### src/scm_map.svh
`ifndef SCM_MAP_SVH
`define SCM_MAP_SVH
`define SCM_ADDR_SCC     8'h00
`define SCM_ADDR_FOC     8'h01
`define SCM_ADDR_STAT    8'h02
`define SCM_SCC_RESET    8'h00
`define SCM_FOC_RESET    8'h01
`define SCM_SCC_SEL_HI   7
`define SCM_SCC_SEL_LO   5
`define SCM_SCC_FIDLE    1
`define SCM_SCC_SIDLE    0
`define SCM_FOC_FSEL_HI  3
`define SCM_FOC_FSEL_LO  2
`define SCM_FOC_STABLE   1
`define SCM_FOC_EN       0
`define SCM_SEL_SUB      3'h7
`define SCM_SETTLE_CYC   1024
`endif

### src/scm_pkg.sv
package scm_pkg;
    typedef enum logic [2:0] {
        MODE_FAST            = 3'b000,
        MODE_SLOW            = 3'b001,
        MODE_SLEEP           = 3'b010,
        MODE_IDLE_SUB_ONLY   = 3'b011,
        MODE_IDLE_ALL_ON     = 3'b100,
        MODE_IDLE_FAST_ONLY  = 3'b101
    } scm_mode_type;
    typedef enum logic [1:0] {
        FREQ_8M  = 2'b00,
        FREQ_12M = 2'b01,
        FREQ_16M = 2'b10
    } scm_freq_type;
    typedef enum logic [1:0] {
        SW_STEADY   = 2'b00,
        SW_WAIT_CUR = 2'b01,
        SW_WAIT_TAR = 2'b10
    } scm_sw_type;
endpackage

### src/scm_clk_div.sv
`timescale 1ns/1ps
// Ripple-free divider: each tap is a one-cycle tick on every 2^i-th fast tick
module scm_clk_div #(
    parameter int N_TAPS = 7
) (
    input  wire logic              core_clk,
    input  wire logic              sys_rst,
    input  wire logic              fast_tick,
    input  wire logic              fast_ok,
    output wire logic [N_TAPS-1:0] div_tick
);
    logic [N_TAPS-2:0] cnt_reg;

    if (N_TAPS < 2 || N_TAPS > 8) begin : g_chk
        $error("scm_clk_div: N_TAPS out of range");
    end

    // Counter clears while the oscillator is unusable, so taps restart aligned
    always_ff @(posedge core_clk or posedge sys_rst) begin
        if (sys_rst) begin
            cnt_reg <= '0;
        end else if (!fast_ok) begin
            cnt_reg <= '0;
        end else if (fast_tick) begin
            cnt_reg <= cnt_reg + 1'b1;
        end
    end

    assign div_tick[0] = fast_tick & fast_ok;
    for (genvar i = 1; i < N_TAPS; i++) begin : g_tap
        assign div_tick[i] = fast_tick & fast_ok & (&cnt_reg[i-1:0]);
    end
endmodule

### src/scm_clk_sel.sv
`timescale 1ns/1ps
// Glitch-free source selector working on tick pulses of each candidate
module scm_clk_sel
    import scm_pkg::*;
(
    input  wire logic       core_clk,
    input  wire logic       sys_rst,
    input  wire logic [7:0] src_tick,
    input  wire logic [2:0] tgt_sel,
    input  wire logic       tgt_ready,
    output logic      [2:0] active_sel,
    output logic            switching,
    output wire logic       sys_tick
);
    scm_sw_type state_reg;
    scm_sw_type state_next;
    logic [2:0] pend_reg;
    logic [2:0] pend_next;
    logic [2:0] act_next;
    wire        cur_tick = src_tick[active_sel];
    wire        tar_tick = src_tick[pend_reg];

    // switch only at the end of a current period and the start of a target one
    always_comb begin
        state_next = state_reg;
        pend_next  = pend_reg;
        act_next   = active_sel;
        unique case (state_reg)
            SW_STEADY: begin
                if (tgt_sel != active_sel) begin
                    pend_next  = tgt_sel;
                    state_next = SW_WAIT_CUR;
                end
            end
            SW_WAIT_CUR: begin
                if (cur_tick) begin
                    state_next = SW_WAIT_TAR;
                end
            end
            SW_WAIT_TAR: begin
                // Held off until the target oscillator is usable
                if (tar_tick && tgt_ready) begin
                    act_next   = pend_reg;
                    state_next = SW_STEADY;
                end
            end
            default: state_next = SW_STEADY;
        endcase
    end

    always_ff @(posedge core_clk or posedge sys_rst) begin
        if (sys_rst) begin
            state_reg  <= SW_STEADY;
            pend_reg   <= 3'h0;
            active_sel <= 3'h0;
        end else begin
            state_reg  <= state_next;
            pend_reg   <= pend_next;
            active_sel <= act_next;
        end
    end

    // Quiet gap between the last old tick and the first new one
    assign sys_tick  = cur_tick & (state_reg != SW_WAIT_TAR);
    assign switching = (state_reg != SW_STEADY);
endmodule

### src/scm_top.sv
`timescale 1ns/1ps
`include "scm_map.svh"
// System clock and operating-mode controller; oscillators appear as tick pulses
module scm_top
    import scm_pkg::*;
#(
    parameter int FAST_SETTLE_CYCLES = `SCM_SETTLE_CYC
) (
    input  wire logic       core_clk,
    input  wire logic       sys_rst,
    input  wire logic [7:0] reg_addr,
    input  wire logic [7:0] reg_wdata,
    input  wire logic       reg_wr,
    input  wire logic       reg_rd,
    output logic      [7:0] reg_rdata,
    input  wire logic       halt_req,
    input  wire logic       wake_req,
    input  wire logic       wdt_enable,
    input  wire logic       fast_rc_tick,
    input  wire logic       slow_rc_tick,
    output logic            fast_rc_run,
    output scm_freq_type    fast_rc_trim,
    output logic            slow_rc_run,
    output logic            sub_clk_run,
    output logic            sys_clk_tick,
    output logic            cpu_clk_tick,
    output logic            fast_clk_tick,
    output logic      [6:0] periph_div_tick,
    output logic            sub_clk_tick,
    output logic            cpu_halted,
    output scm_mode_type    op_mode
);
    if (FAST_SETTLE_CYCLES < 1 || FAST_SETTLE_CYCLES > 65535) begin : g_chk
        $error("scm_top: FAST_SETTLE_CYCLES out of range");
    end

    localparam logic [15:0] SETTLE_LOAD = 16'(FAST_SETTLE_CYCLES - 1);

    // Register and state storage
    logic [2:0]   sel_reg;
    logic         fidle_reg;
    logic         sidle_reg;
    logic [1:0]   fsel_reg;
    logic         fen_reg;
    logic         stable_reg;
    logic         stable_next;
    logic [15:0]  settle_reg;
    logic [15:0]  settle_next;
    scm_mode_type mode_reg;
    scm_mode_type mode_next;
    logic         fast_next;
    logic         sub_next;
    logic         slow_next;
    logic         sys_gate;

    // Selector and divider wires
    wire  [6:0]   div_tick;
    wire  [2:0]   active_sel;
    wire          switching;
    wire          mux_tick;

    function automatic logic is_sub(input logic [2:0] sel);
        is_sub = (sel == `SCM_SEL_SUB);
    endfunction

    // frequency code to oscillator trim, code 11 aliases to 8 MHz
    function automatic scm_freq_type freq_decode(input logic [1:0] code);
        unique case (code)
            2'b01:   freq_decode = FREQ_12M;
            2'b10:   freq_decode = FREQ_16M;
            default: freq_decode = FREQ_8M;
        endcase
    endfunction

    // Address decode
    wire wr_scc  = reg_wr && (reg_addr == `SCM_ADDR_SCC);
    wire wr_foc  = reg_wr && (reg_addr == `SCM_ADDR_FOC);
    wire [1:0] wr_fsel = reg_wdata[`SCM_FOC_FSEL_HI:`SCM_FOC_FSEL_LO];

    // Mode groupings
    wire running   = (mode_reg == MODE_FAST) || (mode_reg == MODE_SLOW);
    wire in_sleep  = (mode_reg == MODE_SLEEP);
    wire in_idle_sub_clock_only  = (mode_reg == MODE_IDLE_SUB_ONLY);
    wire in_idle_all_clocks_on  = (mode_reg == MODE_IDLE_ALL_ON);
    wire in_idle_fast_clock_only  = (mode_reg == MODE_IDLE_FAST_ONLY);
    wire fast_ok   = fast_rc_run && stable_reg;
    wire sub_ok    = sub_clk_run && slow_rc_run;
    // sub clock is the slow RC tick only
    wire sub_tick  = slow_rc_tick && sub_ok;
    wire run_mode_slow = is_sub(active_sel);
    wire tgt_ready = is_sub(sel_reg) ? sub_ok : fast_ok;

    // Control registers; software writes take effect on the next edge
    always_ff @(posedge core_clk or posedge sys_rst) begin
        if (sys_rst) begin
            // Reset fields are cut from the register reset words on purpose
            sel_reg   <= 3'(`SCM_SCC_RESET >> `SCM_SCC_SEL_LO);
            fidle_reg <= 1'(`SCM_SCC_RESET >> `SCM_SCC_FIDLE);
            sidle_reg <= 1'(`SCM_SCC_RESET >> `SCM_SCC_SIDLE);
            fsel_reg  <= 2'(`SCM_FOC_RESET >> `SCM_FOC_FSEL_LO);
            fen_reg   <= 1'(`SCM_FOC_RESET >> `SCM_FOC_EN);
        end else begin
            if (wr_scc) begin
                sel_reg   <= reg_wdata[`SCM_SCC_SEL_HI:`SCM_SCC_SEL_LO];
                fidle_reg <= reg_wdata[`SCM_SCC_FIDLE];
                sidle_reg <= reg_wdata[`SCM_SCC_SIDLE];
            end
            if (wr_foc) begin
                fsel_reg <= wr_fsel;
                fen_reg  <= reg_wdata[`SCM_FOC_EN];
            end
        end
    end

    // Operating mode sequencing on halt and wake
    always_comb begin
        mode_next = mode_reg;
        unique case (mode_reg)
            MODE_FAST, MODE_SLOW: begin
                if (halt_req) begin
                    unique case ({fidle_reg, sidle_reg})
                        2'b00: mode_next = MODE_SLEEP;
                        2'b01: mode_next = MODE_IDLE_SUB_ONLY;
                        2'b11: mode_next = MODE_IDLE_ALL_ON;
                        default: mode_next = MODE_IDLE_FAST_ONLY;
                    endcase
                end else begin
                    // run mode follows the live source
                    mode_next = run_mode_slow ? MODE_SLOW : MODE_FAST;
                end
            end
            MODE_SLEEP, MODE_IDLE_SUB_ONLY, MODE_IDLE_ALL_ON, MODE_IDLE_FAST_ONLY: begin
                if (wake_req) begin
                    mode_next = run_mode_slow ? MODE_SLOW : MODE_FAST;
                end
            end
            default: mode_next = MODE_FAST;
        endcase
    end

    // Oscillator run requests per mode
    always_comb begin
        // fast runs in fast mode, follows enable in slow mode while sub stays selected
        fast_next = (running && (fen_reg || !is_sub(sel_reg) || !is_sub(active_sel)))
                    || in_idle_all_clocks_on || in_idle_fast_clock_only;
        // sub clock kept only where its idle bit says
        sub_next  = running || in_idle_sub_clock_only || in_idle_all_clocks_on;
        // slow RC in sleep follows the watchdog
        slow_next = !in_sleep || wdt_enable;
    end

    // System clock gate: in idle the source must belong to a kept oscillator
    always_comb begin
        sys_gate = 1'b0;
        unique case (1'b1)
            running:  sys_gate = 1'b1;
            in_idle_sub_clock_only: sys_gate = run_mode_slow;
            in_idle_all_clocks_on: sys_gate = 1'b1;
            in_idle_fast_clock_only: sys_gate = !run_mode_slow;
            default:  sys_gate = 1'b0;
        endcase
    end

    // stable flag: restart settles on enable or frequency change
    wire fast_start  = fast_next && !fast_rc_run;
    wire fsel_change = wr_foc && (wr_fsel != fsel_reg);
    always_comb begin
        stable_next = stable_reg;
        settle_next = settle_reg;
        if (!fast_next) begin
            stable_next = 1'b0;
            settle_next = SETTLE_LOAD;
        end else if (fast_start || fsel_change) begin
            stable_next = 1'b0;
            settle_next = SETTLE_LOAD;
        end else if (!stable_reg) begin
            if (settle_reg == 16'h0000) begin
                stable_next = 1'b1;
            end else begin
                settle_next = settle_reg - 16'h0001;
            end
        end
    end

    always_ff @(posedge core_clk or posedge sys_rst) begin
        if (sys_rst) begin
            stable_reg <= 1'b0;
            settle_reg <= SETTLE_LOAD;
            mode_reg   <= MODE_FAST;
        end else begin
            stable_reg <= stable_next;
            settle_reg <= settle_next;
            mode_reg   <= mode_next;
        end
    end

    // Divided fast ticks; blocked until the oscillator has settled
    scm_clk_div #(
        .N_TAPS (7)
    ) u_div (
        .core_clk  (core_clk),
        .sys_rst   (sys_rst),
        .fast_tick (fast_rc_tick),
        .fast_ok   (fast_ok),
        .div_tick  (div_tick)
    );

    scm_clk_sel u_sel (
        .core_clk   (core_clk),
        .sys_rst    (sys_rst),
        .src_tick   ({sub_tick, div_tick}),
        .tgt_sel    (sel_reg),
        .tgt_ready  (tgt_ready),
        .active_sel (active_sel),
        .switching  (switching),
        .sys_tick   (mux_tick)
    );

    // Registered outputs toward oscillators and clock consumers
    always_ff @(posedge core_clk or posedge sys_rst) begin
        if (sys_rst) begin
            fast_rc_run     <= 1'b0;
            fast_rc_trim    <= FREQ_8M;
            slow_rc_run     <= 1'b1;
            sub_clk_run     <= 1'b1;
            sys_clk_tick    <= 1'b0;
            cpu_clk_tick    <= 1'b0;
            fast_clk_tick   <= 1'b0;
            periph_div_tick <= 7'h00;
            sub_clk_tick    <= 1'b0;
            cpu_halted      <= 1'b0;
            op_mode         <= MODE_FAST;
        end else begin
            fast_rc_run     <= fast_next;
            // trim follows the field; consumers wait for the flag
            fast_rc_trim    <= freq_decode(fsel_reg);
            slow_rc_run     <= slow_next;
            sub_clk_run     <= sub_next;
            sys_clk_tick    <= mux_tick && sys_gate;
            cpu_clk_tick    <= mux_tick && running;
            // peripherals keep the fast clock while it runs
            fast_clk_tick   <= div_tick[0];
            periph_div_tick <= div_tick;
            sub_clk_tick    <= sub_tick;
            cpu_halted      <= !running;
            op_mode         <= mode_reg;
        end
    end

    // Read mux; unmapped addresses read zero
    logic [7:0] rd_mux;
    always_comb begin
        rd_mux = 8'h00;
        unique case (reg_addr)
            // bits 4 to 2 read zero
            `SCM_ADDR_SCC: begin
                rd_mux[`SCM_SCC_SEL_HI:`SCM_SCC_SEL_LO] = sel_reg;
                rd_mux[`SCM_SCC_FIDLE] = fidle_reg;
                rd_mux[`SCM_SCC_SIDLE] = sidle_reg;
            end
            `SCM_ADDR_FOC: begin
                rd_mux[`SCM_FOC_FSEL_HI:`SCM_FOC_FSEL_LO] = fsel_reg;
                rd_mux[`SCM_FOC_STABLE] = stable_reg;
                rd_mux[`SCM_FOC_EN] = fen_reg;
            end
            // Live source and switch-in-progress, so software can time its delay
            `SCM_ADDR_STAT: rd_mux = {active_sel, switching, 1'b0, mode_reg};
            default: rd_mux = 8'h00;
        endcase
    end

    // Read data stands in the cycle after the strobe only
    always_ff @(posedge core_clk or posedge sys_rst) begin
        if (sys_rst) begin
            reg_rdata <= 8'h00;
        end else begin
            reg_rdata <= reg_rd ? rd_mux : 8'h00;
        end
    end
endmodule

### config.mk
export PLATFORM = sky130hd
export DESIGN_NAME = scm_top
export DESIGN_NICKNAME = d
export VERILOG_FILES = /design/src/scm_pkg.sv /design/src/scm_clk_div.sv /design/src/scm_clk_sel.sv /design/src/scm_top.sv
export VERILOG_INCLUDE_DIRS = /design/src
export SDC_FILE = /design/constraint.sdc
export NUM_CORES = 1
export LEC_CHECK = 0
export ABC_AREA = 1
export BUFFER_PORTS_ARGS = -buffer_cell sky130_fd_sc_hd__buf_2
export CAP_MARGIN = 20
export CORE_AREA = 4 4 117 86
export CTS_CLUSTER_SIZE = 10
export DETAILED_ROUTE_END_ITERATION = 7
export DIE_AREA = 0 0 121 90
export MAX_ROUTING_LAYER = met4
export SLEW_MARGIN = 15
export SYNTH_ARGS = -nofsm -noshare
export SYNTH_HDL_FRONTEND = slang
export SYNTH_SLANG_ARGS = --single-unit
### constraint.sdc
create_clock -name core_clk -period 2.2 [get_ports core_clk]
set_clock_uncertainty 0.1 [all_clocks]
set_input_delay 0.22 -clock core_clk [delete_from_list [all_inputs] [get_ports core_clk]]
set_output_delay 0.22 -clock core_clk [all_outputs]
set_load 0.01 [all_outputs]
Word-level counts from Yosys, hierarchy flattened
Index checks and enable logic that the tools add are counted.
- flip-flop bits (word level): 70
- output and inout port bits: 28
- word-level logic and storage cells: 135
- add/subtract/negate cells: 2
- $lt $le $gt $ge: 2
- equal/unequal tests: 25
- mux-type cells: 31
- bitwise logic cells: 8
- reductions and logical operators: 43
- operator list (cell ; number):
    $mux 16 ; 4
    $logic_not 16->1 ; 1
    $sub 16x1->16 const B ; 1
    $eq 3x3->1 const B ; 4
    $mux 6 ; 2
    $pmux 2 s3 ; 2
    $pmux 3 s2 ; 2
    $logic_and 1x1->1 ; 11
    $logic_or 1x1->1 ; 9
    $mux 1 ; 9
    $pmux 3 s3 ; 1
    $and 1x1->1 ; 8
    $eq 8x1->1 const B ; 1
    $eq 8x2->1 const B ; 1
    $logic_not 8->1 ; 1
    $lt 3x4->1 const B ; 2
    $mux 8 ; 1
    $pmux 2 s2 ; 2
    $reduce_and 2->1 ; 4
    $add 6x1->6 const B ; 1
    $bmux 1 s3 ; 2
    $eq 2x1->1 const B ; 3
    $eq 2x2->1 const B ; 3
    $eq 3x2->1 const B ; 2
    20 further kinds ; 34

Logic depth before layout (Yosys ltp)
- depth in word-level cells: 11
- gate-level depth with buffers: 11
- gate-level depth less buffers: 11

Hierarchy
From an unflattened synthesis, not the netlist that was laid out.
- cell total of the unflattened synthesis: 457
- area total of the unflattened synthesis: 3697.3 µm²
- by module, submodules not included (module ; instances ; cells an instance ; area each (µm²) ; seq. area each (µm²)):
    scm_top ; 1 ; 318 ; 2741.4 ; 1392.6
    scm_clk_sel ; 1 ; 89 ; 573.0 ; 200.2
    scm_clk_div ; 1 ; 50 ; 382.9 ; 150.1

Worst setup path after synthesis
No wires, ideal clock.
- path kind: register to register
- from: reg u_div.cnt_reg[0]
- to: reg u_sel.active_sel[1]
- setup time: 0.117 ns
- arrival: 1.517 ns
- setup slack: 0.466 ns
- cell stages (with the launch flop): 12
- path buffers: 0
- cell sequence: dfrtp_1 ha_1 inv_1 nor2_1 ha_1 nand4_1 nand2_1 nand3_1 nand3_2 nand3_1 nand2_1 nand2_1
- longest elaborated chain between the ends: 6
- RTL lines (item ; line ; text):
    start: declaration ; scm_clk_div.sv:12 ; logic [N_TAPS-2:0] cnt_reg;
    start signal: assignment ; scm_clk_div.sv:25 ; cnt_reg <= cnt_reg + 1'b1;
    $reduce_and 6->1 (tied with other cells) ; scm_clk_div.sv:31 ; assign div_tick[i] = fast_tick & fast_ok & (&cnt_reg[i-1:0]);
    $and 1x1->1 ; scm_clk_div.sv:31 ;
    $bmux 1 s3 * ; scm_clk_sel.sv:21 ; wire tar_tick = src_tick[pend_reg];
    $mux 1 (implied by the code) * ; scm_clk_sel.sv:21 ;
    $logic_and 1x1->1 * ; scm_clk_sel.sv:42 ; if (tar_tick && tgt_ready) begin
    $reduce_and 2->1 (no source line) * ; - ;
    end signal: assignment ; scm_clk_sel.sv:59 ; active_sel <= act_next;
    end: declaration ; scm_clk_sel.sv:11 ; output logic [2:0] active_sel,
Every way passes the cells marked *; elsewhere a longest branch is shown, timed or not. The select of a mux whose other input is x is not followed.
A chain may end at the register's enable or synchronous reset.

Worst setup path in the final report
- from: reg u_div.cnt_reg[0]
- to: reg u_sel.active_sel[0]
Same word-level chain as after synthesis.

==> metrics <==
IO buf count=51; Area growth syn-to-layout=21.0%; Mapped Avg Cell Area=slightly above 8 sq um; PwrDens=~740 mW/mm^2; drt first-iter violations=~180; Syn Nets=462; Routed WL=7.92 mm; Slew Limit Headroom=0.731; share of cells above drive strength 1=0.217; register area share after synthesis=0.497; Synth Flop Type=dfrtp_1; largest net degree at the start of global routing=56; core box area=around 0.0089 sq mm; final critical-path share of the clock period=0.893; Comb power frac=0.107; Initial Util=0.394; Clk network pwr share=0.421; Internal Pwr Total=~2.4 mW; Post-synth ARST share=1.00; global route overflow=0; clk root buf=clkbuf_16; CP Launch Type=flop; Post-route DRC=0; Yosys reg bits=69; Synth top area share=0.400; mapped cell area=0.00350 sq mm; CP Max Fanout=5; final setup TNS=0 ns; ranking of synthesized cells by area=dfrtp_1, nand2_1, dfstp_2; routed vias=roughly 3.0k; Final ANT Viol Nets=0; Hold WC Path Type=in2reg; gr usage total=0.162; Detailed Place HPWL=around 6.0 mm; io pins=53; Switching Share=0.245; CTS tree=built; VDD IR-drop max=between 300 and 400 uV; Distinct cells, synth=37; commonest non-fill, non-tap cell in the layout=nand2_1; post-DR wirelength/cell=12.8 microns; final max-slew violation count=0; Final Hold Violating Endpoints=0; Synth Warn #=0; ant diodes=0; # setup viols final=0; clk_lat worst skew=0.33 ns; Placer Congestion=a little under 0.9; CTS Buf Count=9; Mapped Cells=approximately 430; chip width=between 100 and 150 microns; CP Class=reg2reg; Largest register FFs=16; fmax=between 500 and 600 MHz; Final Instance Count excl. Fillers=just over 600; first-pass GRT wire length=13.8 mm; Clock Sinks=69; H-tree levels=3; Setup Buffers After CTS=0; die area=roughly 0.011 sq mm; Req. time, crit path=~2.3 ns; Worst Tran Pin Value=between 0.4 and 0.5 ns; Placed Cells=about 600; unrepaired setup endpoints after global routing=no; initial antenna violation count=0; Worst EP arrival=about 2.1 ns; Final nets=527; commonest cells after routing, fill and taps aside=nand2_1, inv_1, dfrtp_1; hold_ws=0.0364 ns; 1st-pass router iterations=5; Synth area leader=dfrtp_1; vias per cell=between 4 and 5; Final min period=~2.0 ns; Max Root-Sink Buffers=2; vias in the first global route=2907; Reg clk slew, reported paths=roughly 0.05 ns; Flop pwr share=0.472; outcome=finished, final reports clean; Pleak=2.22 nW; Max-cap violations=0; row cnt=29; Psw=about 770 uW; Die Y=approximately 90 microns; EDFF count, synth=0; Post-Route Utilization=0.477; Worst setup EP type=flop
## layout make-up
| type | instances | area [sq um] |
|---|---|---|
| inverters | 61 | 229 |
| well taps | 124 | 155 |
| multi-input cells | 294 | 1510 |
| repair buffers | 58 | 325 |
| clock buffers | 14 | 274 |
| fillers | 872 | 4650 |
| flip-flops and latches | 69 | 1740 |
| clock inverters | 1 | 5.00 |
## power by group through the flow
stage,Clock (mW),Sequential [mW],Combinational (mW)
after global routing,1.44,1.50,0.395
after CTS,1.37,1.49,0.344
after detailed placement,0,1.50,0.342
after floorplan,0,1.49,0.232
final,1.33,1.49,0.338
after global placement,0,1.50,0.333
## metal layers
metal,vias to the layer above,GRT usage,share of wire
met3,6,0.0514,0.050
met4,0,0.0509,0.0088
li1,1503,-,-
met5,-,-,0
met2,58,0.231,0.46
met1,1423,0.221,0.48
## metrics by stage
step           setup slack, ns  area [sq um]  power [mW]
6_report                 0.236          4240        3.16
3_5_place_dp             0.230          3940        1.85
5_1_grt                 0.0279          4240        3.34
3_3_place_gp             0.277          3940        1.84
2_1_floorplan            0.162          3500        1.72
4_1_cts                  0.216          4240        3.20
## worst paths after layout
kind                                  startpoint                   to  slack (ns)  depth (start not counted)
worst max-delay path            u_div.cnt_reg[0]  u_sel.active_sel[0]        0.24                         11
worst min-delay path                reg_wdata[7]           sel_reg[2]        0.04                          3
worst max register to register  u_div.cnt_reg[0]  u_sel.active_sel[0]        0.24                         11
worst min register to register       mode_reg[2]           op_mode[2]        0.36                          0
max in group asynchronous                sys_rst        settle_reg[0]        1.06                          4
min in group asynchronous                sys_rst         sys_clk_tick        0.29                          3
## timing repair
| action | in CTS | in global routing |
|---|---|---|
| endpoints found under the setup margin | 0 | 1 |
| hold endpoints to repair | 13 | 0 |
| gates resized for setup | 0 | 1 |
| hold buffers | 2 | 0 |
## cell usage after synthesis (4+ instances only)
cell type and instances:
o22ai_1 5, nand2_2 4, dfrtp_1 56, nor2_2 4
o21ai_0 24, nand2_1 112, ha_1 9, inv_1 58
dfstp_2 13, a21oi_1 11, nand3_1 35, nor2_1 48
nand4_1 11
## cells by family after synthesis
logic type | count (synthesis) | share of synthesized area
simple gates | 232 | 0.310
fa+ha+maj | 9 | 0.0321
buf+inv | 65 | 0.0732
compound gates | 49 | 0.0771
xor+xnor | 4 | 0.0100
flops | 69 | 0.497
## critical path, stage by stage (launching register included)
cell and delay [ns]:
dfrtp_1 0.40, ha_1 0.22, inv_1 0.07, nor2_2 0.15, ha_1 0.17, nand4_1 0.15, nand2_1 0.11, nand3_1 0.09
nand3_2 0.12, nand3_1 0.13, nand2_1 0.09, nand2_1 0.05
Note: power is estimated with default switching activity, not from simulation.
